`src/csf_pkg.sv`:
```
// Function
// - Status register accepts any instruction write; plain bits take the written value.
// - Flag-updating instructions targeting status: data write to zero, half carry, carry disabled.
// - Timeout and powerdown flags ignore instruction writes entirely.
// - clear_file_op on status clears top three bits and sets zero flag.
// - Bit 5 page_preselect: 1 selects page 200h-3FFh, 0 selects 000h-1FFh.
// - Timeout flag set at power-up, clear_watchdog_op and sleep.
// - Timeout flag cleared when the watchdog timer expires.
// - add_w_file_op: half carry is carry out of low nibble.
// - sub_w_file_op: half carry is inverted borrow from low nibble.
// - Carry: add carry out, subtract inverted borrow, rotates load shifted-out bit.
// - page_preselect supplies program counter bit 9 on jumps.
package csf_pkg;
  localparam logic [4:0] CSF_STATUS_ADDR = 5'h03;
  localparam int CSF_BIT_C = 0;
  localparam int CSF_BIT_DC = 1;
  localparam int CSF_BIT_Z = 2;
  localparam int CSF_BIT_PD = 3;
  localparam int CSF_BIT_TO = 4;
  localparam int CSF_BIT_PA = 5;
  localparam int CSF_BIT_WAKE = 7;
  localparam int CSF_PC_PAGE_BIT = 9;
  localparam logic [7:0] CSF_POR_VALUE = 8'h18;
  localparam logic [7:0] CSF_IRQ_MASK_RST = 8'h00;
  localparam logic [7:0] CSF_EVT_ADDR = 8'h10;
  localparam logic [7:0] CSF_MASK_ADDR = 8'h11;
  localparam logic [7:0] CSF_STAT_ADDR = 8'h12;
  localparam int CSF_EVT_WDT = 0;
  localparam int CSF_EVT_SLEEP = 1;
  localparam int CSF_EVT_WAKE = 2;
  typedef enum logic [2:0] {
    CSF_OP_NONE,
    CSF_OP_ADD,
    CSF_OP_SUB,
    CSF_OP_RRF,
    CSF_OP_RLF,
    CSF_OP_ZONLY,
    CSF_OP_CLEAR_FILE_OP
  } csf_op_t;
endpackage : csf_pkg

```
`src/csf_alu_flags.sv`:
```
`timescale 1ns/1ns
module csf_alu_flags (
  input wire csf_pkg::csf_op_t op_in,
  input wire logic [7:0] a_in,
  input wire logic [7:0] b_in,
  input wire logic [7:0] result_in,
  output logic zero_out,
  output logic half_carry_out,
  output logic carry_out,
  output logic z_upd_out,
  output logic dc_upd_out,
  output logic c_upd_out
);
  wire [4:0] lo_add;
  wire [4:0] lo_sub;
  wire [8:0] full_add;
  wire [8:0] full_sub;
  assign lo_add = {1'b0, a_in[3:0]} + {1'b0, b_in[3:0]};
  // Subtract is file minus W; bit 4 set means a borrow
  assign lo_sub = {1'b0, a_in[3:0]} - {1'b0, b_in[3:0]};
  assign full_add = {1'b0, a_in} + {1'b0, b_in};
  assign full_sub = {1'b0, a_in} - {1'b0, b_in};
  assign zero_out = (result_in == 8'h00);
  assign half_carry_out = (op_in == csf_pkg::CSF_OP_SUB) ? ~lo_sub[4] : lo_add[4];
  assign carry_out = (op_in == csf_pkg::CSF_OP_ADD) ? full_add[8] :
                     (op_in == csf_pkg::CSF_OP_SUB) ? ~full_sub[8] :
                     (op_in == csf_pkg::CSF_OP_RRF) ? a_in[0] : a_in[7];
  assign z_upd_out = (op_in == csf_pkg::CSF_OP_ADD) || (op_in == csf_pkg::CSF_OP_SUB) ||
                     (op_in == csf_pkg::CSF_OP_ZONLY) || (op_in == csf_pkg::CSF_OP_CLEAR_FILE_OP);
  assign dc_upd_out = (op_in == csf_pkg::CSF_OP_ADD) || (op_in == csf_pkg::CSF_OP_SUB);
  assign c_upd_out = dc_upd_out || (op_in == csf_pkg::CSF_OP_RRF) ||
                     (op_in == csf_pkg::CSF_OP_RLF);
endmodule : csf_alu_flags

```
`src/csf_status_reg.sv`:
```
// The address-and-strobe port was left to the implementer.
`timescale 1ns/1ns
module csf_status_reg (
  input wire logic clk_in,
  input wire logic rst_b_in,
  input wire logic exec_in,
  input wire csf_pkg::csf_op_t op_in,
  input wire logic [4:0] dest_addr_in,
  input wire logic dest_we_in,
  input wire logic [7:0] a_in,
  input wire logic [7:0] b_in,
  input wire logic [7:0] result_in,
  input wire logic clear_watchdog_op_in,
  input wire logic sleep_in,
  input wire logic wdt_expire_in,
  input wire logic wake_reset_in,
  input wire logic other_reset_in,
  input wire logic goto_in,
  input wire logic [8:0] goto_target_in,
  input wire logic [7:0] reg_addr_in,
  input wire logic [7:0] reg_wdata_in,
  input wire logic reg_wr_in,
  input wire logic reg_rd_in,
  output logic [7:0] reg_rdata_out,
  output logic [7:0] status_out,
  output logic [9:0] pc_jump_out,
  output logic page_preselect_out,
  output logic irq_out
);
  logic carry_r;
  logic half_carry_flag_r;
  logic zero_r;
  logic powerdown_flag_r;
  logic timeout_flag_r;
  logic page_preselect_r;
  logic pin_wake_reset_flag_r;
  logic [2:0] evt_r;
  logic [2:0] evt_nxt;
  logic [2:0] mask_r;
  logic [7:0] reg_rdata_r;
  logic [7:0] rdata_nxt;
  logic [9:0] pc_jump_r;
  wire alu_zero;
  wire alu_dc;
  wire alu_c;
  wire z_upd;
  wire dc_upd;
  wire c_upd;
  wire hit;
  wire wr_hit;
  wire is_clear_file_op;
  wire any_upd;
  wire [7:0] wr_val;
  wire [2:0] evt_set;
  wire [2:0] evt_clr;

  csf_alu_flags u_flags (
    .op_in(op_in),
    .a_in(a_in),
    .b_in(b_in),
    .result_in(result_in),
    .zero_out(alu_zero),
    .half_carry_out(alu_dc),
    .carry_out(alu_c),
    .z_upd_out(z_upd),
    .dc_upd_out(dc_upd),
    .c_upd_out(c_upd)
  );

  assign hit = (dest_addr_in == csf_pkg::CSF_STATUS_ADDR);
  assign wr_hit = exec_in && dest_we_in && hit;
  assign is_clear_file_op = (op_in == csf_pkg::CSF_OP_CLEAR_FILE_OP);
  // Any flag update locks all three arithmetic bits against the data write
  assign any_upd = z_upd || dc_upd || c_upd;
  // A clear writes zero; zero flag is then forced to one
  assign wr_val = is_clear_file_op ? 8'h00 : result_in;

  // Arithmetic flags: ALU wins over a data write to the same bits
  always_ff @(posedge clk_in or negedge rst_b_in)
  begin
    if (!rst_b_in)
    begin
      carry_r <= 1'b0;
      half_carry_flag_r <= 1'b0;
      zero_r <= 1'b0;
    end
    else if (exec_in)
    begin
      if (c_upd)
        carry_r <= alu_c;
      else if (wr_hit && !any_upd)
        carry_r <= wr_val[csf_pkg::CSF_BIT_C];
      if (dc_upd)
        half_carry_flag_r <= alu_dc;
      else if (wr_hit && !any_upd)
        half_carry_flag_r <= wr_val[csf_pkg::CSF_BIT_DC];
      if (z_upd)
        zero_r <= is_clear_file_op ? 1'b1 : alu_zero;
      else if (wr_hit && !any_upd)
        zero_r <= wr_val[csf_pkg::CSF_BIT_Z];
    end
  end

  // Timeout and powerdown: hardware only; reset state is the power-up value
  always_ff @(posedge clk_in or negedge rst_b_in)
  begin
    if (!rst_b_in)
    begin
      timeout_flag_r <= 1'b1;
      powerdown_flag_r <= 1'b1;
    end
    else
    begin
      if (wdt_expire_in)
        timeout_flag_r <= 1'b0;
      else if (exec_in && (clear_watchdog_op_in || sleep_in))
        timeout_flag_r <= 1'b1;
      if (exec_in && sleep_in)
        powerdown_flag_r <= 1'b0;
      else if (exec_in && clear_watchdog_op_in)
        powerdown_flag_r <= 1'b1;
    end
  end

  always_ff @(posedge clk_in or negedge rst_b_in)
  begin
    if (!rst_b_in)
      page_preselect_r <= 1'b0;
    else if (wr_hit)
      page_preselect_r <= wr_val[csf_pkg::CSF_BIT_PA];
  end

  // Wake flag follows the cause of the latest non-power-up reset, or the bit written by the latest status write
  always_ff @(posedge clk_in or negedge rst_b_in)
  begin
    if (!rst_b_in)
      pin_wake_reset_flag_r <= 1'b0;
    else if (wake_reset_in)
      pin_wake_reset_flag_r <= 1'b1;
    else if (other_reset_in)
      pin_wake_reset_flag_r <= 1'b0;
    else if (wr_hit)
      pin_wake_reset_flag_r <= wr_val[csf_pkg::CSF_BIT_WAKE];
  end

  // Bit 6 is a constant zero, so writes to it vanish
  assign status_out = {pin_wake_reset_flag_r, 1'b0, page_preselect_r, timeout_flag_r,
                       powerdown_flag_r, zero_r, half_carry_flag_r, carry_r};
  assign page_preselect_out = page_preselect_r;

  always_ff @(posedge clk_in or negedge rst_b_in)
  begin
    if (!rst_b_in)
      pc_jump_r <= 10'h000;
    else if (goto_in)
      pc_jump_r <= {page_preselect_r, goto_target_in};
  end
  assign pc_jump_out = pc_jump_r;

  // Event bits: set wins over a write-one clear in the same cycle
  assign evt_set = {wake_reset_in, exec_in && sleep_in, wdt_expire_in};
  assign evt_clr = (reg_wr_in && reg_addr_in == csf_pkg::CSF_EVT_ADDR) ? reg_wdata_in[2:0] :
                   3'h0;
  assign evt_nxt = evt_set | (evt_r & ~evt_clr);

  always_ff @(posedge clk_in or negedge rst_b_in)
  begin
    if (!rst_b_in)
    begin
      evt_r <= 3'h0;
      mask_r <= csf_pkg::CSF_IRQ_MASK_RST[2:0];
    end
    else
    begin
      evt_r <= evt_nxt;
      if (reg_wr_in && reg_addr_in == csf_pkg::CSF_MASK_ADDR)
        mask_r <= reg_wdata_in[2:0];
    end
  end
  assign irq_out = |(evt_r & mask_r);

  assign rdata_nxt = (reg_addr_in == csf_pkg::CSF_EVT_ADDR) ? {5'h00, evt_r} :
                     (reg_addr_in == csf_pkg::CSF_MASK_ADDR) ? {5'h00, mask_r} :
                     (reg_addr_in == csf_pkg::CSF_STAT_ADDR) ? status_out : 8'h00;

  always_ff @(posedge clk_in or negedge rst_b_in)
  begin
    if (!rst_b_in)
      reg_rdata_r <= 8'h00;
    else if (reg_rd_in)
      reg_rdata_r <= rdata_nxt;
    else
      reg_rdata_r <= 8'h00;
  end
  assign reg_rdata_out = reg_rdata_r;

  property p_sleep_flags;
    @(posedge clk_in) disable iff (!rst_b_in)
    (exec_in && sleep_in && !wdt_expire_in) |=> (timeout_flag_r && !powerdown_flag_r);
  endproperty
  a_sleep_flags: assert property (p_sleep_flags) else $error("sleep flags wrong");

  property p_wdt_clear;
    @(posedge clk_in) disable iff (!rst_b_in)
    wdt_expire_in |=> !timeout_flag_r;
  endproperty
  a_wdt_clear: assert property (p_wdt_clear) else $error("timeout not cleared");

  property p_clear_file_op;
    @(posedge clk_in) disable iff (!rst_b_in)
    (wr_hit && is_clear_file_op && !wake_reset_in) |=> (status_out[7:5] == 3'h0 && zero_r);
  endproperty
  a_clear_file_op: assert property (p_clear_file_op) else $error("clear of status wrong");

  property p_protect;
    @(posedge clk_in) disable iff (!rst_b_in)
    (wr_hit && !wdt_expire_in && !clear_watchdog_op_in && !sleep_in) |=>
      (timeout_flag_r == $past(timeout_flag_r) && powerdown_flag_r == $past(powerdown_flag_r));
  endproperty
  a_protect: assert property (p_protect) else $error("protected bit written");

  property p_add_carry;
    @(posedge clk_in) disable iff (!rst_b_in)
    (exec_in && op_in == csf_pkg::CSF_OP_ADD) |=>
      (carry_r == ((9'($past(a_in)) + 9'($past(b_in))) > 9'h0FF));
  endproperty
  a_add_carry: assert property (p_add_carry) else $error("add carry wrong");

  property p_add_dc;
    @(posedge clk_in) disable iff (!rst_b_in)
    (exec_in && op_in == csf_pkg::CSF_OP_ADD) |=>
      (half_carry_flag_r == (({1'b0, $past(a_in[3:0])} + {1'b0, $past(b_in[3:0])}) > 5'h0F));
  endproperty
  a_add_dc: assert property (p_add_dc) else $error("add half carry wrong");

  property p_sub_dc;
    @(posedge clk_in) disable iff (!rst_b_in)
    (exec_in && op_in == csf_pkg::CSF_OP_SUB) |=>
      (half_carry_flag_r == ($past(a_in[3:0]) >= $past(b_in[3:0])));
  endproperty
  a_sub_dc: assert property (p_sub_dc) else $error("sub half carry wrong");

  property p_page;
    @(posedge clk_in) disable iff (!rst_b_in)
    goto_in |=> (pc_jump_out[9] == $past(page_preselect_out) &&
                 pc_jump_out[8:0] == $past(goto_target_in));
  endproperty
  a_page: assert property (p_page) else $error("page bit not on pc");

  property p_bit6;
    @(posedge clk_in) disable iff (!rst_b_in)
    !status_out[6];
  endproperty
  a_bit6: assert property (p_bit6) else $error("bit 6 nonzero");

  property p_wake;
    @(posedge clk_in) disable iff (!rst_b_in)
    wake_reset_in |=> pin_wake_reset_flag_r;
  endproperty
  a_wake: assert property (p_wake) else $error("wake flag not set");

  property p_clear_file_op_keep;
    @(posedge clk_in) disable iff (!rst_b_in)
    (wr_hit && is_clear_file_op) |=>
      (carry_r == $past(carry_r) && half_carry_flag_r == $past(half_carry_flag_r));
  endproperty
  a_clear_file_op_keep: assert property (p_clear_file_op_keep) else $error("clear altered carry bits");

  property p_zonly_lock;
    @(posedge clk_in) disable iff (!rst_b_in)
    (wr_hit && op_in == csf_pkg::CSF_OP_ZONLY) |=>
      (carry_r == $past(carry_r) && half_carry_flag_r == $past(half_carry_flag_r));
  endproperty
  a_zonly_lock: assert property (p_zonly_lock) else $error("flag write not locked");
endmodule : csf_status_reg

```
`config.mk`:
```
export PLATFORM = sky130hd
export DESIGN_NAME = csf_status_reg
export DESIGN_NICKNAME = d
export VERILOG_FILES = /design/src/csf_pkg.sv /design/src/csf_alu_flags.sv /design/src/csf_status_reg.sv
export SDC_FILE = /design/constraint.sdc
export NUM_CORES = 1
export LEC_CHECK = 0
export BUFFER_PORTS_ARGS = -buffer_cell sky130_fd_sc_hd__buf_4
export CAP_MARGIN = 40
export CORE_MARGIN = 2
export CORE_UTILIZATION = 47
export CTS_BUF_LIST = sky130_fd_sc_hd__clkbuf_4
export DETAILED_ROUTE_END_ITERATION = 12
export PLACE_DENSITY_LB_ADDON = 0.1
export SETUP_SLACK_MARGIN = 0.2
export SLEW_MARGIN = 10
export SYNTH_ARGS = -nofsm -noshare
export SYNTH_HDL_FRONTEND = slang
export SYNTH_SLANG_ARGS = --single-unit
```
`constraint.sdc`:
```
create_clock -name clk_in -period 1.1 [get_ports clk_in]
set_input_delay 0.11 -clock clk_in [delete_from_list [all_inputs] [get_ports clk_in]]
set_output_delay 0.11 -clock clk_in [all_outputs]
set_load 0.05 [all_outputs]
```
==> results of run 1 <==
-- cells by family (layout without fill, tap and decap cells) --
group,count (synthesis),count (layout),synth area share [%]
and+or+nand+nor,59,59,17.1
AOI/OAI and AO/OA,42,42,15.1
DFF,30,30,39.8
buffers and inverters,29,172,8.00
muxes,17,17,10.1
adders and majority gates,14,14,9.25
other,1,2,0.198
xor gates and xnor gates,1,1,0.463
-- worst register-to-register path: stages, from the launching register on --
cell and delay [ns]:
dfrtp_1 0.40, buf_4 0.15, buf_6 0.11, mux2i_1 0.15, nor2_1 0.09, a21oi_1 0.12, nor2_1 0.05
-- power groups by stage --
stage / clock [W] / sequential (W) / combinational (W)
after detailed placement: 0 / 0.00128 / 0.00116
after global routing: 0.000708 / 0.00130 / 0.00169
after CTS: 0.000632 / 0.00128 / 0.00139
after floorplan: 0 / 0.00142 / 0.000538
after global placement: 0 / 0.00128 / 0.00113
final: 0.000667 / 0.00129 / 0.00161
-- repair_timing --
action / CTS / global route
pin swaps: 12 / 11
endpoints found under the hold margin: 34 / 1
gates cloned: 0 / 0
endpoints found under the setup margin: 33 / 43
gates resized for setup: 66 / 35
buffers inserted: 11 / 7
hold buffers: 5 / 1
-- routing by layer --
metal	share of wire [%]	wire length, µm	vias up
met4	5.3	420	0
met1	37	2940	1089
met5	0	0	-
met2	51	4100	130
met3	6.6	528	37
li1	-	-	959
-- worst max-delay path by stage --
| stage | to | cells past startpoint | start | slack (ns) |
|---|---|---|---|---|
| after floorplan | zero_r | 6 | dest_addr_in[3] | -0.55 |
| after detailed placement | zero_r | 6 | dest_addr_in[3] | -0.63 |
| after CTS | irq_out | 3 | evt_r[2] | -0.32 |
| final | irq_out | 3 | mask_r[2] | -0.41 |
| after global placement | zero_r | 6 | dest_addr_in[3] | -0.62 |
| after global routing | irq_out | 3 | mask_r[2] | -0.44 |
-- synth_stat cells, drive strengths merged, types with 3 or more instances --
cell and instances:
or4 4, mux2i 3, nand3 3, ha 14
nor2 13, nand2b 4, buf 11, o21ai 7
dfrtp 28, mux2 14, and2 5, a21oi 13
o22ai 4, nor2b 3, nand2 12, clkbuf 5
inv 13
-- layout make-up --
type	count	area, µm²
clock inverter	2	8.76
timing repair buffer	151	1380
sequential	30	767
inverter	13	48.8
clock buffer	6	45.0
multi-input combinational	135	1260
fill	140	368
tap	50	62.6
-- metrics by stage --
step	total power [W]	TNS [ns]
after global placement	0.00241	-3.02
after detailed placement	0.00244	-3.21
after floorplan	0.00196	-1.61
after CTS	0.00330	-1.17
final	0.00357	-1.57
after global routing	0.00369	-1.93
-- flip-flops by register name, indices dropped and copies added (netlist names) --
register,count
powerdown_flag_r,1
carry_r,1
page_preselect_out,1
mask_r,3
zero_r,1
half_carry_flag_r,1
timeout_flag_r,1
reg_rdata_out,7
pc_jump_out,10
pin_wake_reset_flag_r,1
evt_r,3
==> impl_metrics.csv, run 1 <==
group,metric,value,unit
power_and_ir_drop,clockPowerShare,18.7,%
layout,fin_area,3570,µm²
global_route,top_usage_layer,"met2",
hold_path,whs_endpoint,"pc_jump_out[2]",
layout,stdcell_count,387,
sta,hold_ws,0.00173,ns
global_route,grt_max_degree,31,
worst_setup_path,crit_buf_inv,2,
worst_setup_path,timing.rr.end,"reg_rdata_out[2]",
logic_synthesis,syn_area_per_cell,9.81,µm²
drt,viasPerCell,5.72,
placement,pre_cts_ws,-0.631,ns
sta,clock.fmax,662,MHz
die,design.die.area,4550,µm²
sta,rsz0062_at_grt,"true",
sta,maxSlewHeadroom,59.6,%
die,ios,97,
sta,fin_crit_sh,137,%
die,core_area,3940,µm²
drt,detail_route.wl_per_cell,20.6,µm
logic_synthesis,netlist_instances,193,
layout,nets,419,
worst_setup_path,path_cells,"a222oi_1 > inv_2 > buf_6",
layout,utilization,90.7,%
worst_setup_path,critPathLaunchType,"flop",
placement,hpwlAfterDp,3900,µm
cts,clk_path_buf_depth,2,
worst_setup_path,critPathSlowestCell,"a222oi_1",
global_route,grt_pass1_wl,9250,µm
die,start_util,48.0,%
worst_setup_path,r2r_cells,6,
flow_run,drv_cap,0,
logic_synthesis,synthDistinctLibCells,49,
worst_setup_path,arrival,1.40,ns
placement,numPortBuffers,89,
sta,final-hold-violation-count,0,
power_and_ir_drop,comb_power_share,45.1,%
worst_setup_path,rr_startpoint,"mask_r[2]",
hold_path,min_from,"goto_target_in[2]",
global_route,overflow,0,
power_and_ir_drop,total_leakage_power,1.71,nW
logic_synthesis,syn_area,1890,µm²
drt,vias,2215,
global_route,grt_use_met2,50.2,%
cts,clk_pin_slew,0.10,ns
hold_path,min_path_type,"in -> reg",
logic_synthesis,synthFlopType,"dfrtp_1",
placement,place_congestion,0.845,
worst_setup_path,crit_required,0.99,ns
sta,drv_slew,0,
sta,tightest_slew,0.602,ns
power_and_ir_drop,internal_power,0.00226,W
worst_setup_path,critPathMaxFanout,2,
cts,cts_buffers,5,
outcome,violations,"negative setup slack",
layout,drive_above_1_share,63.8,%
global_route,grt_pass1_vias,2002,
drt,drt-pass1-iter-count,4,
logic_synthesis,synth-edff-count,0,
global_route,grt_use_met1,31.0,%
global_route,grt_usage,27.5,%
outcome,status,"finished, violations left",
power_and_ir_drop,p_seq_share,36.2,%
drt,drt_iter0_drc,157,
logic_synthesis,synth-warning-count,0,
logic_synthesis,synth-seq-area-share,39.8,%
hold_path,hold_path_depth,2,
placement,placed_area,2890,µm²
placement,dpl.cell_count,355,
power_and_ir_drop,ir_drop,0.538,mV
sta,layout_setup_ws,-0.410,ns
layout,antenna-diode-count,0,
die,rows,23,
worst_setup_path,critical-path-max-stage-delay,0.42,ns
worst_setup_path,crit_family,"compound AO/OA/AOI/OAI gates",
worst_setup_path,worst_setup_path_end_kind,"output pin",
cts,cts_max_level,2,
drt,drc,0,
logic_synthesis,async_flop_share,100,%
power_and_ir_drop,p_switching,0.00131,W
power_and_ir_drop,sw_frac_of_total,36.6,%
global_route,antenna_found_initial,0,
cts,clock_latency,0.34,ns
cts,clockRootBuffer,"clkbuf_4",
sta,finClkSkew,0.000557,ns
layout,syn2layout_area_growth,88.8,%
drt,routed_wl,7990,µm
die,die_h,67.5,µm
sta,period_minus_slack,1.51,ns
cts,cts_sinks,30,
logic_synthesis,ys_top_cells_by_area,"dfrtp_1 (37%), ha_1 (9.3%), mux2_2 (7.7%), buf_4 (3.6%), a21oi_1 (3.4%)",
power_and_ir_drop,power_density,999,nW/µm²
die,die_w,67.5,µm
logic_synthesis,synth_top_area_cell,"dfrtp_1",
logic_synthesis,synth_seq_cells,30,
logic_synthesis,synth_top_cell_area_share,37.0,%
worst_setup_path,r2r_slack,-0.07,ns
global_route,met3_usage,6.67,%
drt,drtAntennaViolNets,0,
worst_setup_path,crit_type,"reg -> out",
cts,cts_tree,"built",
layout,layout_common_cells,"buf_4 (101), buf_6 (28), dfrtp_1 (17), buf_8 (15)",
layout,layout.cells.most_common,"buf_4",
sta,setup-violations-final,10,
No activity file was read; power rests on OpenSTA's default activity.
==> inputs of run 2 (changes only) <==
--- a/config.mk
+++ b/config.mk
@@ -12,7 +12,6 @@
 export CTS_BUF_LIST = sky130_fd_sc_hd__clkbuf_4
 export DETAILED_ROUTE_END_ITERATION = 12
 export PLACE_DENSITY_LB_ADDON = 0.1
-export SETUP_SLACK_MARGIN = 0.2
 export SLEW_MARGIN = 10
 export SYNTH_ARGS = -nofsm -noshare
 export SYNTH_HDL_FRONTEND = slang
==> impl_metrics.csv, run 2 (synthesized netlist as in run 1, its figures left out) <==
group,metric,value,unit
outcome,status,"finished, violations left",
outcome,violations,"negative setup slack",
placement,numPortBuffers,89,
placement,place_congestion,0.858,
cts,cts_max_level,2,
layout,drive_above_1_share,54.2,%
power_and_ir_drop,internal_power,0.00203,W
layout,antenna-diode-count,0,
die,design.die.area,4550,µm²
drt,drt-pass1-iter-count,4,
layout,syn2layout_area_growth,65.9,%
sta,fin_crit_sh,132,%
worst_setup_path,path_cells,"a222oi_1 > inv_1 > buf_6",
global_route,overflow,0,
drt,vias,1891,
power_and_ir_drop,power_density,1000,nW/µm²
hold_path,hold_path_depth,2,
cts,clk_pin_slew,0.10,ns
die,start_util,48.0,%
cts,cts_sinks,30,
power_and_ir_drop,sw_frac_of_total,35.6,%
layout,fin_area,3140,µm²
power_and_ir_drop,p_seq_share,39.7,%
worst_setup_path,critPathSlowestCell,"dfrtp_1",
cts,clk_path_buf_depth,2,
hold_path,min_path_type,"in -> reg",
die,rows,23,
drt,detail_route.wl_per_cell,13.3,µm
sta,final-hold-violation-count,0,
worst_setup_path,critical-path-max-stage-delay,0.39,ns
layout,largest_reg_flops,10,
die,core_area,3940,µm²
placement,hpwlAfterDp,3860,µm
cts,clock_latency,0.32,ns
worst_setup_path,worst_setup_path_end_kind,"output pin",
worst_setup_path,crit_start,"mask_r[2]",
power_and_ir_drop,total_leakage_power,1.56,nW
sta,drv_slew,0,
worst_setup_path,arrival,1.34,ns
sta,layout_setup_ws,-0.351,ns
drt,viasPerCell,5.04,
sta,clock.fmax,689,MHz
drt,drtAntennaViolNets,0,
cts,clockRootBuffer,"clkbuf_4",
worst_setup_path,timing.rr.end,"reg_rdata_out[1]",
worst_setup_path,critPathMaxFanout,2,
die,ios,97,
global_route,grt_pass1_vias,1777,
worst_setup_path,r2r_slack,0.10,ns
global_route,grt_max_degree,31,
drt,drt_iter0_drc,86,
placement,placed_area,2830,µm²
power_and_ir_drop,comb_power_share,40.5,%
sta,setup-violations-final,7,
flow_run,drv_cap,0,
sta,finClkSkew,0.00260,ns
power_and_ir_drop,clockPowerShare,19.8,%
layout,layout.cells.most_common,"buf_4",
cts,cts_tree,"built",
worst_setup_path,critPathLaunchType,"flop",
power_and_ir_drop,ir_drop,0.525,mV
worst_setup_path,rr_startpoint,"evt_r[1]",
worst_setup_path,crit_end,"irq_out",
cts,cts_buffers,5,
worst_setup_path,crit_type,"reg -> out",
sta,period_minus_slack,1.45,ns
global_route,grt_usage,22.2,%
worst_setup_path,crit_required,0.99,ns
power_and_ir_drop,p_switching,0.00112,W
sta,rsz0062_at_grt,"true",
die,die_h,67.5,µm
sta,hold_ws,0.0168,ns
drt,drc,0,
worst_setup_path,r2r_cells,5,
global_route,grt_pass1_wl,7580,µm
global_route,antenna_found_initial,0,
layout,layout_common_cells,"buf_4 (125), dfrtp_1 (28), mux2_2 (13)",
drt,routed_wl,5000,µm
layout,nets,407,
die,die_w,67.5,µm
[run 2: repair_timing]
action,4_1_cts,5_1_grt
pin swaps,15,12
hold endpoints to repair,35,0
gates resized for setup,23,9
endpoints found under the setup margin,8,9
setup buffers,4,4
hold buffers,5,0
[run 2: critical path, delay by kind of cell, from the launching register on]
kind | cells | cell delay [ns]
buf+inv | 2 | 0.25
flops | 1 | 0.39
compound gates | 1 | 0.38
[run 2: cell type report]
type | count | area (µm²)
Inverter | 13 | 51.3
Clock inverter | 3 | 16.3
Sequential cell | 30 | 753
Timing Repair Buffer | 139 | 1100
Multi-Input combinational cell | 135 | 1120
Tap cell | 50 | 62.6
Clock buffer | 5 | 37.5
Fill cell | 279 | 802
[run 2: per-layer routing]
metal  up-vias  part of all wire, %  track usage, %
li1        942                    -               -
met1       888                   40            25.0
met2        55                   54            41.9
met3         6                  4.5            3.67
met4         0                  1.5            7.14
met5         -                    0               0
[run 2: worst min-delay path by stage]
stage / startpoint / end / slack (ns)
finish: goto_target_in[8] / pc_jump_out[8] / 0.02
global placement: rst_b_in / pc_jump_out[7] / 0.05
CTS: goto_target_in[8] / pc_jump_out[8] / 0.02
detailed placement: rst_b_in / pc_jump_out[7] / 0.05
global route: goto_target_in[4] / pc_jump_out[4] / 0.01
floorplan: rst_b_in / carry_r / -0.19
[run 2: stage by stage]
stage / instances / total power [W] / setup TNS (ns) / worst slack, ns / util, %
after floorplan: 194 / 0.00194 / -1.62 / -0.552 / -
after global placement: 354 / 0.00239 / -3.38 / -0.622 / 71.8
after detailed placement: 354 / 0.00241 / -3.69 / -0.633 / 71.8
after CTS: 371 / 0.00310 / -1.08 / -0.332 / 78.0
after global routing: 375 / 0.00329 / -1.22 / -0.365 / 79.7
final: 375 / 0.00314 / -1.06 / -0.351 / 79.7
[run 2: power by group through the flow]
stage	sequential [W]	clock [W]	combinational (W)
finish	0.00125	0.000622	0.00127
global route	0.00126	0.000674	0.00136
floorplan	0.00141	0	0.000527
CTS	0.00125	0.000623	0.00123
global placement	0.00126	0	0.00112
detailed placement	0.00127	0	0.00114
